### src/afr_pkg.sv
package afr_pkg;
  localparam logic [15:0] ADDR_RAW_RESULT   = 16'h2074;
  localparam logic [15:0] ADDR_REAL_RESULT  = 16'h2078;
  localparam logic [15:0] ADDR_IMAG_RESULT  = 16'h207C;
  localparam logic [15:0] ADDR_NOTCH_RESULT = 16'h2080;
  localparam logic [15:0] ADDR_TEMP_RESULT  = 16'h2084;
  localparam logic [15:0] ADDR_XFORM_CONFIG = 16'h20D0;
  localparam logic [15:0] ADDR_FILTER_CTRL  = 16'h20A8;
  localparam logic [15:0] ADDR_FLAGS_FIRST  = 16'h3000;
  localparam logic [15:0] ADDR_FLAGS_SECOND = 16'h3004;
  localparam logic [15:0] ADDR_IRQ_MASK     = 16'h3008;

  localparam logic [31:0] XFORM_CONFIG_RESET = 32'h0000_0090;
  localparam logic [31:0] XFORM_CONFIG_MASK  = 32'h0030_00F1;
  localparam logic [31:0] FILTER_CTRL_RESET  = 32'h0000_0000;
  localparam logic [31:0] FILTER_CTRL_MASK   = 32'h0000_00D1;

  localparam int FC_RATE_SELECT  = 0;
  localparam int FC_NOTCH_BYPASS = 4;
  localparam int FC_SINC3_BYPASS = 6;
  localparam int FC_AVG_ENABLE   = 7;
  localparam int XC_INSEL_LSB    = 20;

  localparam int FLAG_RAW   = 0;
  localparam int FLAG_XFORM = 1;
  localparam int FLAG_NOTCH = 2;
  localparam int FLAG_TEMP  = 3;
  localparam int FLAG_W     = 4;

  typedef enum logic [1:0] {
    AFR_SEL_NOTCH  = 2'h0,
    AFR_SEL_GAINOF = 2'h1,
    AFR_SEL_RAW    = 2'h2,
    AFR_SEL_NOTCH2 = 2'h3
  } afr_insel_t;

  typedef enum logic [3:0] {
    AFR_SRC_NOTCH   = 4'h1,
    AFR_SRC_GAINOF  = 4'h2,
    AFR_SRC_RAW     = 4'h4,
    AFR_SRC_AVERAGE = 4'h8
  } afr_src_t;
endpackage : afr_pkg

### src/afr_result_if.sv
interface afr_result_if;
  logic        load;
  logic [31:0] next_word;
  logic [31:0] word;
  modport owner (output load, output next_word, input word);
  modport store (input load, input next_word, output word);
endinterface : afr_result_if

### src/afr_filter_result.sv
module afr_filter_result #(
  parameter int DATA_W  = 16,
  parameter int XFORM_W = 18
) (
  input  wire logic               i_mclk,
  input  wire logic               i_resetn,
  input  wire logic               i_hsel,
  input  wire logic [31:0]        i_haddr,
  input  wire logic [1:0]         i_htrans,
  input  wire logic               i_hwrite,
  input  wire logic [2:0]         i_hsize,
  input  wire logic [31:0]        i_hwdata,
  input  wire logic               i_hready,
  output logic      [31:0]        o_hrdata,
  output logic                    o_hreadyout,
  output logic                    o_hresp,
  input  wire logic               i_raw_valid,
  input  wire logic [DATA_W-1:0]  i_raw_data,
  input  wire logic               i_sinc3_valid,
  input  wire logic [DATA_W-1:0]  i_sinc3_data,
  input  wire logic               i_gainof_valid,
  input  wire logic [DATA_W-1:0]  i_gainof_data,
  input  wire logic               i_notch_valid,
  input  wire logic [DATA_W-1:0]  i_notch_data,
  input  wire logic               i_avg_valid,
  input  wire logic [DATA_W-1:0]  i_avg_data,
  input  wire logic               i_xform_valid,
  input  wire logic [XFORM_W-1:0] i_xform_real,
  input  wire logic [XFORM_W-1:0] i_xform_imag,
  input  wire logic               i_temp_valid,
  input  wire logic [DATA_W-1:0]  i_temp_data,
  output logic                    o_rate_800k,
  output logic                    o_sinc3_bypass,
  output logic                    o_notch_bypass,
  output logic                    o_avg_enable,
  output logic                    o_xform_valid,
  output logic      [DATA_W-1:0]  o_xform_data,
  output logic      [3:0]         o_xform_src,
  output logic                    o_irq
);
  logic [31:0]          filter_control;
  logic [31:0]          transform_config;
  logic [31:0]          irq_mask;
  logic [afr_pkg::FLAG_W-1:0] flags_first;
  logic [afr_pkg::FLAG_W-1:0] flags_second;
  logic                 ap_valid;
  logic                 ap_write;
  logic [15:0]          ap_addr;
  logic                 dp_write;
  logic [15:0]          dp_addr;
  logic                 dp_read;
  logic [15:0]          rd_addr;
  logic [afr_pkg::FLAG_W-1:0] event_set;
  logic [afr_pkg::FLAG_W-1:0] rd_flags;
  logic                 clr_first;
  logic                 clr_second;
  logic                 wr_filter_ctrl;
  logic                 wr_xform_config;
  logic                 wr_irq_mask;
  logic                 raw_sel_valid;
  logic [DATA_W-1:0]    raw_sel_data;
  afr_pkg::afr_insel_t  insel;
  afr_pkg::afr_src_t    next_src;
  logic                 next_valid;
  logic [DATA_W-1:0]    next_data;
  logic [31:0]          next_rdata;

  afr_result_if raw_if ();
  afr_result_if real_if ();
  afr_result_if imag_if ();
  afr_result_if notch_if ();
  afr_result_if temp_if ();

  afr_result_reg #(.W(DATA_W)) u_raw (
    .i_mclk   (i_mclk),
    .i_resetn (i_resetn),
    .rif      (raw_if.store)
  );
  afr_result_reg #(.W(XFORM_W)) u_real (
    .i_mclk   (i_mclk),
    .i_resetn (i_resetn),
    .rif      (real_if.store)
  );
  afr_result_reg #(.W(XFORM_W)) u_imag (
    .i_mclk   (i_mclk),
    .i_resetn (i_resetn),
    .rif      (imag_if.store)
  );
  afr_result_reg #(.W(DATA_W)) u_notch (
    .i_mclk   (i_mclk),
    .i_resetn (i_resetn),
    .rif      (notch_if.store)
  );
  afr_result_reg #(.W(DATA_W)) u_temp (
    .i_mclk   (i_mclk),
    .i_resetn (i_resetn),
    .rif      (temp_if.store)
  );

  // bus address phase capture
  assign ap_valid = i_hsel & i_hready & i_htrans[1];
  assign ap_write = ap_valid & i_hwrite;
  assign ap_addr  = i_haddr[15:0];

  always_ff @(posedge i_mclk or negedge i_resetn) begin
    if (!i_resetn) begin
      dp_write <= 1'b0;
      dp_read  <= 1'b0;
      dp_addr  <= 16'h0000;
    end else begin
      dp_write <= ap_write;
      dp_read  <= ap_valid & ~i_hwrite;
      dp_addr  <= ap_addr;
    end
  end

  assign o_hreadyout = 1'b1;
  assign o_hresp     = 1'b0;

  // control registers, written in the data phase
  assign wr_filter_ctrl  = dp_write & (dp_addr == afr_pkg::ADDR_FILTER_CTRL);
  assign wr_xform_config = dp_write & (dp_addr == afr_pkg::ADDR_XFORM_CONFIG);
  assign wr_irq_mask     = dp_write & (dp_addr == afr_pkg::ADDR_IRQ_MASK);

  always_ff @(posedge i_mclk or negedge i_resetn) begin
    if (!i_resetn) begin
      filter_control <= afr_pkg::FILTER_CTRL_RESET;
    end else if (wr_filter_ctrl) begin
      filter_control <= i_hwdata & afr_pkg::FILTER_CTRL_MASK;
    end
  end

  always_ff @(posedge i_mclk or negedge i_resetn) begin
    if (!i_resetn) begin
      transform_config <= afr_pkg::XFORM_CONFIG_RESET;
    end else if (wr_xform_config) begin
      transform_config <= i_hwdata & afr_pkg::XFORM_CONFIG_MASK;
    end
  end

  always_ff @(posedge i_mclk or negedge i_resetn) begin
    if (!i_resetn) begin
      irq_mask <= 32'h0000_0000;
    end else if (wr_irq_mask) begin
      irq_mask <= {{(32-afr_pkg::FLAG_W){1'b0}},
                   i_hwdata[afr_pkg::FLAG_W-1:0]};
    end
  end

  assign o_rate_800k    = filter_control[afr_pkg::FC_RATE_SELECT];
  assign o_sinc3_bypass = filter_control[afr_pkg::FC_SINC3_BYPASS];
  assign o_notch_bypass = filter_control[afr_pkg::FC_NOTCH_BYPASS];
  assign o_avg_enable   = filter_control[afr_pkg::FC_AVG_ENABLE];
  assign insel = afr_pkg::afr_insel_t'(
    transform_config[afr_pkg::XC_INSEL_LSB +: 2]);

  // raw result: sinc3 output unless bypassed
  always_comb begin
    if (o_sinc3_bypass) begin
      raw_sel_valid = i_raw_valid;
      raw_sel_data  = i_raw_data;
    end else begin
      raw_sel_valid = i_sinc3_valid;
      raw_sel_data  = i_sinc3_data;
    end
  end

  // transform source selection
  always_comb begin
    next_src = afr_pkg::AFR_SRC_NOTCH;
    if (o_avg_enable) begin
      next_src = afr_pkg::AFR_SRC_AVERAGE;
    end else if (o_sinc3_bypass && o_rate_800k) begin
      next_src = afr_pkg::AFR_SRC_GAINOF;
    end else begin
      case (insel)
        afr_pkg::AFR_SEL_GAINOF: next_src = afr_pkg::AFR_SRC_GAINOF;
        afr_pkg::AFR_SEL_RAW:    next_src = afr_pkg::AFR_SRC_RAW;
        default:                 next_src = afr_pkg::AFR_SRC_NOTCH;
      endcase
    end
  end

  always_comb begin
    case (next_src)
      afr_pkg::AFR_SRC_AVERAGE: begin
        next_valid = i_avg_valid;
        next_data  = i_avg_data;
      end
      afr_pkg::AFR_SRC_GAINOF: begin
        next_valid = i_gainof_valid;
        next_data  = i_gainof_data;
      end
      afr_pkg::AFR_SRC_RAW: begin
        next_valid = i_raw_valid;
        next_data  = i_raw_data;
      end
      default: begin
        next_valid = i_notch_valid & ~o_notch_bypass;
        next_data  = i_notch_data;
      end
    endcase
  end

  // registered feed into the transform engine
  always_ff @(posedge i_mclk or negedge i_resetn) begin
    if (!i_resetn) begin
      o_xform_valid <= 1'b0;
      o_xform_data  <= '0;
      o_xform_src   <= afr_pkg::AFR_SRC_NOTCH;
    end else begin
      o_xform_valid <= next_valid;
      o_xform_src   <= next_src;
      if (next_valid) begin
        o_xform_data <= next_data;
      end
    end
  end

  // result register loads
  assign raw_if.load        = raw_sel_valid;
  assign raw_if.next_word   = {{(32-DATA_W){1'b0}}, raw_sel_data};
  assign real_if.load       = i_xform_valid;
  assign real_if.next_word  = {{(32-XFORM_W){1'b0}}, i_xform_real};
  assign imag_if.load       = i_xform_valid;
  assign imag_if.next_word  = {{(32-XFORM_W){1'b0}}, i_xform_imag};
  assign notch_if.load      = i_notch_valid & ~o_notch_bypass;
  assign notch_if.next_word = {{(32-DATA_W){1'b0}}, i_notch_data};
  assign temp_if.load       = i_temp_valid;
  assign temp_if.next_word  = {{(32-DATA_W){1'b0}}, i_temp_data};

  // sticky event flags, set wins over read clear
  always_comb begin
    event_set = '0;
    event_set[afr_pkg::FLAG_RAW]   = raw_sel_valid;
    event_set[afr_pkg::FLAG_XFORM] = i_xform_valid;
    event_set[afr_pkg::FLAG_NOTCH] = notch_if.load;
    event_set[afr_pkg::FLAG_TEMP]  = i_temp_valid;
  end

  assign clr_first  = dp_read & (dp_addr == afr_pkg::ADDR_FLAGS_FIRST);
  assign clr_second = dp_read & (dp_addr == afr_pkg::ADDR_FLAGS_SECOND);
  // only the bits already handed out are cleared
  assign rd_flags   = o_hrdata[afr_pkg::FLAG_W-1:0];

  always_ff @(posedge i_mclk or negedge i_resetn) begin
    if (!i_resetn) begin
      flags_first <= '0;
    end else if (clr_first) begin
      flags_first <= (flags_first & ~rd_flags) | event_set;
    end else begin
      flags_first <= flags_first | event_set;
    end
  end

  always_ff @(posedge i_mclk or negedge i_resetn) begin
    if (!i_resetn) begin
      flags_second <= '0;
    end else if (clr_second) begin
      flags_second <= (flags_second & ~rd_flags) | event_set;
    end else begin
      flags_second <= flags_second | event_set;
    end
  end

  always_ff @(posedge i_mclk or negedge i_resetn) begin
    if (!i_resetn) begin
      o_irq <= 1'b0;
    end else begin
      o_irq <= |((flags_first | flags_second)
                 & irq_mask[afr_pkg::FLAG_W-1:0]);
    end
  end

  // read data, registered in the address phase
  assign rd_addr = ap_addr;

  always_comb begin
    case (rd_addr)
      afr_pkg::ADDR_RAW_RESULT:   next_rdata = raw_if.word;
      afr_pkg::ADDR_REAL_RESULT:  next_rdata = real_if.word;
      afr_pkg::ADDR_IMAG_RESULT:  next_rdata = imag_if.word;
      afr_pkg::ADDR_NOTCH_RESULT: next_rdata = notch_if.word;
      afr_pkg::ADDR_TEMP_RESULT:  next_rdata = temp_if.word;
      afr_pkg::ADDR_XFORM_CONFIG: next_rdata = transform_config;
      afr_pkg::ADDR_FILTER_CTRL:  next_rdata = filter_control;
      afr_pkg::ADDR_FLAGS_FIRST:
        next_rdata = {{(32-afr_pkg::FLAG_W){1'b0}}, flags_first};
      afr_pkg::ADDR_FLAGS_SECOND:
        next_rdata = {{(32-afr_pkg::FLAG_W){1'b0}}, flags_second};
      afr_pkg::ADDR_IRQ_MASK:     next_rdata = irq_mask;
      default:                    next_rdata = 32'h0000_0000;
    endcase
  end

  always_ff @(posedge i_mclk or negedge i_resetn) begin
    if (!i_resetn) begin
      o_hrdata <= 32'h0000_0000;
    end else if (ap_valid && !i_hwrite) begin
      o_hrdata <= next_rdata;
    end
  end
endmodule : afr_filter_result

### src/afr_result_reg.sv
module afr_result_reg #(
  parameter int W = 16
) (
  input  wire logic   i_mclk,
  input  wire logic   i_resetn,
  afr_result_if.store rif
);
  logic [W-1:0] held;

  always_ff @(posedge i_mclk or negedge i_resetn) begin
    if (!i_resetn) begin
      held <= '0;
    end else if (rif.load) begin
      held <= rif.next_word[W-1:0];
    end
  end

  assign rif.word = {{(32-W){1'b0}}, held};
endmodule : afr_result_reg

### config.mk
export PLATFORM = sky130hd
export DESIGN_NAME = afr_filter_result
export DESIGN_NICKNAME = d
export VERILOG_FILES = /design/src/afr_pkg.sv /design/src/afr_result_if.sv /design/src/afr_filter_result.sv /design/src/afr_result_reg.sv
export SDC_FILE = /design/constraint.sdc
export NUM_CORES = 1
export LEC_CHECK = 0
export BUFFER_PORTS_ARGS = -buffer_cell sky130_fd_sc_hd__buf_2
export CAP_MARGIN = 5
export CORE_AREA = 2 2 120 122
export CTS_BUF_LIST = sky130_fd_sc_hd__clkbuf_2
export DETAILED_ROUTE_END_ITERATION = 7
export DIE_AREA = 0 0 122 124
export PLACE_DENSITY = 0.88
export SLEW_MARGIN = 25
export SYNTH_ARGS = -nofsm -noshare
export SYNTH_HDL_FRONTEND = slang
export SYNTH_SLANG_ARGS = --single-unit
### constraint.sdc
create_clock -name i_mclk -period 4.6 [get_ports i_mclk]
set_clock_uncertainty 0.05 [all_clocks]
set_input_delay 0.46 -clock i_mclk [delete_from_list [all_inputs] [get_ports i_mclk]]
set_output_delay 0.46 -clock i_mclk [all_outputs]
set_load 0.02 [all_outputs]
Yosys cells after proc, flatten, opt, wreduce, memory -nomap -nowiden

Cells that the tools add are included.

Register bits: 179
Output and inout port bits: 60
Bits of input ports: 213

Equal/unequal tests: 20
Mux-type cells: 10
Bitwise logic cells: 21
Reduce and logical (&&, ||, !) cells: 4

Operators by type and width:

| operator             | number |
|---|---|
| $eq 16x14->1 const B | 15 |
| $pmux 22 s10         | 1 |
| $pmux 16 s3          | 1 |
| $or 4x4->4           | 5 |
| $mux 16              | 1 |
| $mux 4               | 4 |
| $and 4x4->4          | 3 |
| $and 1x1->1          | 10 |
| $pmux 3 s2           | 1 |
| $eq 4x2->1 const B   | 1 |
| $eq 4x3->1 const B   | 1 |
| $eq 4x4->1 const B   | 1 |
| $not 4->4            | 1 |
| $reduce_or 4->1      | 1 |
| $pmux 1 s3           | 1 |
| $eq 2x1->1 const B   | 1 |
| $eq 2x2->1 const B   | 1 |
| $logic_and 1x1->1    | 2 |
| $not 1->1            | 2 |
| $logic_not 1->1      | 1 |
| $mux 1               | 1 |

Depth between registers and ports, before layout

Gate-level depths: netlist of run 1.

Depth after elaboration: 6
Gate-level depth with buffers: 9

Hierarchy

Synthesis of run 1 repeated with hierarchy kept, for this count alone.

Cell total of the unflattened synthesis: 806
Area, all modules: 9,554.2 um^2

By module, submodules not included:

| module                       | cells an instance | area each (um^2) | sequential area each (um^2) | times used |
|---|---|---|---|---|
| afr_filter_result            | 547               | 5,572.8          | 2,381.0                     | 1 |
| afr_result_reg (u_notch ...) | 51                | 773.2            | 400.4                       | 3 |
| afr_result_reg (u_imag ...)  | 53                | 830.8            | 450.4                       | 2 |

Worst setup path after synthesis of run 1

Ideal clock, no wire load.

Path kind: register to register
Start point: reg transform_config[20]
End point: reg o_xform_data[12]
Path slack: 2.126 ns
Library setup time: 0.125 ns
Data arrival time: 2.299 ns
Stages on the path, launching flop included: 10
Data required time: 4.425 ns
Path through: dfrtp_1 -> inv_1 -> ha_1 -> nor2_1 -> a22oi_1 -> nor2_1 -> nor3_2 -> a21boi_2 -> buf_4 -> mux2_2

Longest elaborated chain between the ends: 6
Elaborated cells between the ends (all ways): 10

RTL lines:

| element                                          | line                     | text |
|---|---|---|
| from (decl)                                      | afr_filter_result.sv:42  | `logic [31:0] transform_config;` |
| from (signal assigned)                           | afr_filter_result.sv:135 | `transform_config <= afr_pkg::XFORM_CONFIG_RESET;` |
| from (signal assigned)                           | afr_filter_result.sv:137 | `transform_config <= i_hwdata & afr_pkg::XFORM_CONFIG_MASK;` |
| $eq 2x2->1 / $eq 2x1->1 (equally long branches)  | afr_filter_result.sv:176 | `case (insel)` |
| $pmux 3 s2 *                                     | afr_filter_result.sv:176 |  |
| $mux 4 *                                         | afr_filter_result.sv:173 | `end else if (o_sinc3_bypass && o_rate_800k) begin` |
| $mux 4 *                                         | afr_filter_result.sv:171 | `if (o_avg_enable) begin` |
| $eq 4x3->1, or another cell as far along         | afr_filter_result.sv:185 | `case (next_src)` |
| $pmux 16 s3 / $pmux 1 s3 (equally long branches) | afr_filter_result.sv:185 |  |
| to (signal assigned)                             | afr_filter_result.sv:215 | `o_xform_data <= next_data;` |
| to (decl)                                        | afr_filter_result.sv:37  | `output logic [DATA_W-1:0] o_xform_data,` |

Every way passes the cells marked *; elsewhere a longest branch is shown, timed or not.
A chain may end at the register's enable or synchronous reset.

Worst setup path in the final report of run 1

Start point: reg filter_control[6]
End point: reg o_xform_data[8]

Longest elaborated chain between the ends: 5
Elaborated cells between the ends (all ways): 8

RTL lines:

| element                                          | line                     | text |
|---|---|---|
| from (decl)                                      | afr_filter_result.sv:41  | `logic [31:0] filter_control;` |
| from (signal assigned)                           | afr_filter_result.sv:127 | `filter_control <= afr_pkg::FILTER_CTRL_RESET;` |
| from (signal assigned)                           | afr_filter_result.sv:129 | `filter_control <= i_hwdata & afr_pkg::FILTER_CTRL_MASK;` |
| $logic_and 1x1->1 *                              | afr_filter_result.sv:173 |  |
| $mux 4 *                                         | afr_filter_result.sv:173 |  |
| $mux 4 *                                         | afr_filter_result.sv:171 |  |
| named net next_src[2]                            | afr_filter_result.sv:63  | `afr_pkg::afr_src_t next_src;` |
| $eq 4x3->1, or another cell as far along         | afr_filter_result.sv:185 |  |
| $pmux 16 s3 / $pmux 1 s3 (equally long branches) | afr_filter_result.sv:185 |  |

Mark *: on every way through the listed nets, which the timed path passes. The rest lies on a longest branch.

==> results of run 1 <==
==> how the worst min path moves through the flow <==
| stage | startpoint | to | slack, ns | depth (start not counted) |
|---|---|---|---|---|
| 5_1_grt | i_sinc3_data[7] | u_raw.held[7] | 0.006 | 3 |
| 6_report | i_sinc3_data[7] | u_raw.held[7] | 0.03 | 3 |
| 3_5_place_dp | o_hrdata[20] | o_hrdata[20] | 0.40 | 2 |
| 4_1_cts | i_sinc3_data[7] | u_raw.held[7] | 0.0003 | 3 |
| 2_1_floorplan | i_resetn | dp_addr[0] | 0.11 | 0 |
| 3_3_place_gp | o_hrdata[21] | o_hrdata[21] | 0.40 | 2 |
==> worst register-to-register path, stage by stage, from the launching register on <==
cell and delay [ns]:
dfrtp_1 0.42, buf_4 0.26, a21oi_1 0.20, and2_1 0.18, nor3b_4 0.76, nor3_2 0.09
buf_4 0.24, a21boi_2 0.72, mux2_2 0.42
==> Yosys cell counts, types with 3 or more instances <==
master	instances	area, um2
dfrtp_1	164	4104
buf_1	5	18.77
a21o_1	6	45.04
nor2b_1	3	18.77
a221oi_1	7	61.31
a21oi_2	5	43.79
buf_4	17	127.6
a22o_1	17	148.9
a221o_1	17	170.2
clkbuf_1	20	75.07
nand2b_1	5	31.28
mux2_2	97	1092
a21oi_1	9	45.04
nor2_1	19	71.32
o21ai_0	28	140.1
o22ai_1	4	25.02
nand4_1	3	18.77
a222oi_1	13	130.1
nand2_1	53	198.9
a22oi_1	24	180.2
inv_1	5	18.77
mux2i_1	18	180.2
and3_1	12	75.07
nand3_1	6	30.03
nor3_1	7	35.03
dfstp_2	3	78.83
==> layer usage <==
metal,vias up,part of all wire [%],track usage [%]
li1,2988,-,-
met3,123,9.3,7.738
met1,3441,37,40.90
met4,0,5.2,20.76
met5,-,0,0
met2,512,49,57.26
==> registers in the layout (all words and copies together), names as in the netlist, 4 cells and up <==
| name | flops |
|---|---|
| u_real.held | 18 |
| u_raw.held | 16 |
| flags_first | 4 |
| irq_mask | 4 |
| dp_addr | 16 |
| o_xform_src | 4 |
| flags_second | 4 |
| o_xform_data | 16 |
| u_imag.held | 18 |
| u_temp.held | 16 |
| o_hrdata | 20 |
| transform_config | 7 |
| u_notch.held | 16 |
| filter_control | 4 |
==> cell type report <==
class	instances	area, um2	area share, %
Multi-Input combinational cell	411	3258	31.12
Clock inverter	11	131.4	1.255
Antenna cell	3	7.507	0.07170
Inverter	5	18.77	0.1793
Sequential cell	167	4183	39.95
Timing Repair Buffer	363	2541	24.27
Tap cell	180	225.2	2.151
Clock buffer	21	105.1	1.004
==> logic make-up (layout without fill, tap and decap cells) <==
kind of cell / after synthesis / count (layout) / synth area share, %
other cells: 2 / 17 / 0.09819
compound gates: 137 / 137 / 13.77
fa+ha+maj: 2 / 2 / 0.3271
buf+inv: 51 / 400 / 3.566
mux: 117 / 117 / 16.93
xor+xnor: 1 / 1 / 0.1145
flops: 167 / 167 / 54.69
simple gates: 140 / 140 / 10.50
==> timing repair <==
action / CTS / global route
hold buffers: 140 / 0
endpoints found under the hold margin: 226 / 0
setup buffers: 0 / 0
==> power by group <==
| part | internal, mW | switching (mW) | total [mW] |
|---|---|---|---|
| Clock | 0.303 | 0.509 | 0.812 |
| Sequential | 1.57 | 0.0701 | 1.64 |
| Combinational | 0.239 | 0.219 | 0.458 |
| Total | 2.11 | 0.798 | 2.91 |
==> metrics.yaml, run 1 <==
syn-cell-area_um2: 7649
critical-path-max-stage-delay_ns: 0.76
grt_pass1_wl_mm: 38.75
port_buffers: 216
wl_per_cell_um: 22.09
crit_chain: "buf_4, a21oi_1, and2_1, nor3b_4, nor3_2, buf_4, a21boi_2, mux2_2"
cap_viol_max_count: 0
num_vias: 7064
hpwlAfterDp_mm: 15.45
vdd_drop_max_mv: 0.1812
fp.dieW_um: 122
grt_max_degree: 102
synth_ff_type: "dfrtp_1"
synth_edf_count: 0
insertion_delay_ns: 0.78
clk_path_buf_depth: 2
reg2reg_setup_slack_ns: 1.13
cp.depth: 8
drc: 1
reg2reg_from: "filter_control[6]"
fin_cells: 1161
cts.sinks: 167
first_iter_violations: 671
firstDrtPassIters: 8
ys_ff_latch: 167
status: "complete, but fails checks"
endpoint_kind: "register"
layout_commonest_cell: "buf_2"
cp.arrival_ns: 4.08
dieArea_um2: 15130
syn-instance-count: 617
fin_util_pct: 76.32
relSlewSlack_pct: 36.39
crit_path_start_kind: "register"
ioPinCount: 273
fillCellCount: 819
r2r.worst_path.cells: 8
syn_avg_cell_area_um2: 12.40
crit_end: "o_xform_data[8]"
crit_start: "filter_control[6]"
place_congestion: 0.8571
h-tree-depth: 4
yosysSeqAreaShare_pct: 54.69
routed_wirelength_mm: 25.65
holdWs_ns: 0.03437
synth.distinct_cells: 61
initial_utilization_pct: 55.75
antenna_found_initial: 2
drive_above_1_share_pct: 38.34
slowest_stage: "nor3b_4"
cts_buffers: 17
hold_viol_final: 0
cts_root_buffer: "clkbuf_2"
finish.instance_area_um2: 10470
power_leakage_nw: 4.685
grt-ovfl-total: 0
place_ws_ns: 1.272
cp_num_buf_inv: 2
cts_resized: 0
track_usage_pct: 34.37
final_cell_mix: "buf_2 (215), dfrtp_1 (164), dlygate4sd3_1 (140), mux2_2 (97), nand2_1 (53)"
placed_cell_area_um2: 8825
critPathKind: "register to register"
die_y_um: 124
cp.required_ns: 5.21
max_freq_mhz: 288.2
r2r_end: "o_xform_data[8]"
synth_warnings: 0
critPathMaxFanout: 23
grt_pass1_vias: 7298
powerDensity_nw_per_um2: 278.2
setup_slack_ns: 1.130
num_rows: 43
cp_top_family: "simple AND/OR/NAND/NOR gates"
rsz0062_at_grt: "no"
ant_nets: 0
ys_async_sr_fraction_pct: 100.0
slew_violations: 0
final.min_clock_period_ns: 3.470
placed_cells: 986
core_um2: 13720
cts_tree: "built"
worst_slew_pin_slew_ns: 0.9342
area_growth_pct: 36.89
path_clk_slew_ns: 0.26
fin_crit_sh_pct: 75.44
setup_violations: 0
via_per_inst: 6.084
power_mw: 2.913
nNetsFinal: 1180
critPathMostFrequentCell: "buf_4"
hold_path_class: "input pin to register"
violations: "design-rule violations"
setup-tns-final_ns: 0
Note: power is estimated with default switching activity, not from simulation.
==> run 2, diff against run 1 <==
- CORE_AREA: 2 2 120 122 -> 2 2 125 127
- DIE_AREA: 0 0 122 124 -> 0 0 127 129
- PLACE_DENSITY: 0.88 -> 0.82
- clock period: 4.6 -> 3.4 ns (I/O delays scaled with it)
==> run 2 against run 1 <==
The flow now finishes without violations. Sequential cell count unchanged. Combinational power increased by 41%. Maximum frequency increased by 18%. Utilization decreased by 4.7 points. Die area increased by 8.3%. Final area increased by 2.4%. Non-clock buffer count increased by 27. Hold slack improved by 0.046 ns.
==> metrics.yaml, run 2 (synthesis results as in run 1) <==
critical-path-max-stage-delay_ns: 0.64
relSlewSlack_pct: 30.78
core_um2: 14980
power_mw: 3.900
pwr-share-clk_pct: 26.3
cp_top_family: "simple AND/OR/NAND/NOR gates"
endpoint_kind: "register"
via_per_inst: 5.898
insertion_delay_ns: 0.80
critPathKind: "register to register"
placed_cell_area_um2: 8871
initial_utilization_pct: 51.07
num_rows: 45
place_congestion: 0.8554
hpwlAfterDp_mm: 15.37
num_vias: 7036
fin_crit_sh_pct: 86.64
nNetsFinal: 1207
final_cell_mix: "buf_2 (215), dfrtp_1 (164), dlygate4sd3_1 (163), mux2_2 (97), nand2_1 (53)"
powerDensity_nw_per_um2: 363.9
antenna_found_initial: 1
slowest_stage: "nor3_4"
reg_top3: "o_hrdata x20, u_imag.held x18, u_real.held x18"
cp.arrival_ns: 3.63
cp.required_ns: 4.09
port_buffers: 216
reg2reg_from: "transform_config[20]"
p_sw_share_pct: 28.30
power.internal_mw: 2.797
firstDrtPassIters: 6
cts_buffers: 17
drive_above_1_share_pct: 37.45
finish.instance_area_um2: 10720
routed_wirelength_mm: 26.29
largest_reg_flops: 20
dieArea_um2: 16380
grt_pass1_vias: 7382
fp.dieW_um: 127
seq_power_share_pct: 57.1
clk_path_buf_depth: 2
crit_start: "transform_config[20]"
status: "finished clean"
die_y_um: 129
hold_path_class: "input pin to async pin"
grt_pass1_wl_mm: 40.26
power_leakage_nw: 4.796
cts.sinks: 167
grt_max_degree: 83
vdd_drop_max_mv: 0.2263
grt-ovfl-total: 0
ioPinCount: 273
cap_viol_max_count: 0
cts_root_buffer: "clkbuf_2"
wl_per_cell_um: 22.03
pwr-share-comb_pct: 16.6
ant_nets: 0
track_usage_pct: 32.48
max_freq_mhz: 339.5
setup-tns-final_ns: 0
final.min_clock_period_ns: 2.946
rsz0062_at_grt: "no"
first_iter_violations: 718
slew_violations: 0
crit_path_start_kind: "register"
path_clk_slew_ns: 0.27
setup_violations: 0
area_growth_pct: 40.14
regMostFlops: "o_hrdata"
drc: 0
cp_num_buf_inv: 2
power.switching_mw: 1.104
hold_viol_final: 0
layout_commonest_cell: "buf_2"
critPathMostFrequentCell: "nor2_1"
crit_chain: "inv_1, ha_1, nor2_1, a22oi_1, nor2_1, nor3_4, a221o_1, dlygate4sd3_1, mux2_2"
cts_tree: "built"
cts_resized: 0
critPathMaxFanout: 17
h-tree-depth: 4
worst_slew_pin_slew_ns: 1.017
-- run 2: cell types whose count changed in the layout (fill, tap and decap cells not counted), sizes merged, moves of 2 or more --
cell,change
diode,-2
clkinv,+4
clkbuf,-2
buf,+4
clkinvlp,-2
dlygate4sd3,+23
-- run 2: timing repair --
| action | in CTS | in global routing |
|---|---|---|
| hold buffers | 163 | 0 |
| buffers inserted | 0 | 1 |
| setup endpoints to repair | 0 | 16 |
| hold endpoints to repair | 217 | 0 |
-- run 2: per-layer routing --
layer	routed length [um]	up-vias	GRT usage [%]
li1	-	3037	-
met1	9823	3424	38.90
met2	12980	463	54.49
met3	2266	112	8.565
met4	1214	0	16.81
met5	0	-	0
-- run 2: final cells by class --
| class | count | area [um2] |
|---|---|---|
| Fill cell | 973 | 4258 |
| Sequential cell | 167 | 4183 |
| Multi-Input combinational cell | 411 | 3259 |
| Timing Repair Buffer | 390 | 2814 |
| Tap cell | 188 | 235.2 |
| Clock inverter | 12 | 111.4 |
| Clock buffer | 19 | 95.09 |
| Inverter | 5 | 18.77 |
| Antenna cell | 1 | 2.502 |
-- run 2: path summary, 6_finish.rpt --
check	slack, ns	cells after the start	endpoint
worst max-delay path	0.45	9	o_xform_data[12]
worst min-delay path	0.08	2	u_raw.held[13]
worst max register to register	0.45	9	o_xform_data[12]
worst min register to register	0.45	2	o_hrdata[15]
max in group asynchronous	2.22	3	u_real.held[13]
min in group i_mclk	0.09	5	dp_read
-- run 2: power by group through the flow --
stage | sequential [mW] | combinational (mW) | clock, mW
2_1_floorplan | 2.26 | 0.215 | 0
3_3_place_gp | 2.24 | 0.462 | 0
3_5_place_dp | 2.25 | 0.473 | 0
4_1_cts | 2.21 | 0.618 | 1.00
5_1_grt | 2.24 | 0.688 | 1.12
6_report | 2.23 | 0.646 | 1.03
-- run 2: stage by stage --
stage | hold WS (ns) | worst slack (ns) | util [%] | cells
final | 0.08064 | 0.4542 | 71.57 | 1193
after CTS | 0.03489 | 0.1544 | 71.50 | 1191
after detailed placement | 0.3878 | 0.5124 | 59.23 | 997
after floorplan | -0.005591 | 0.9259 | - | 629
after global placement | 0.3846 | 0.5607 | 59.19 | 997
after global routing | 0.1019 | 0.3615 | 71.57 | 1193
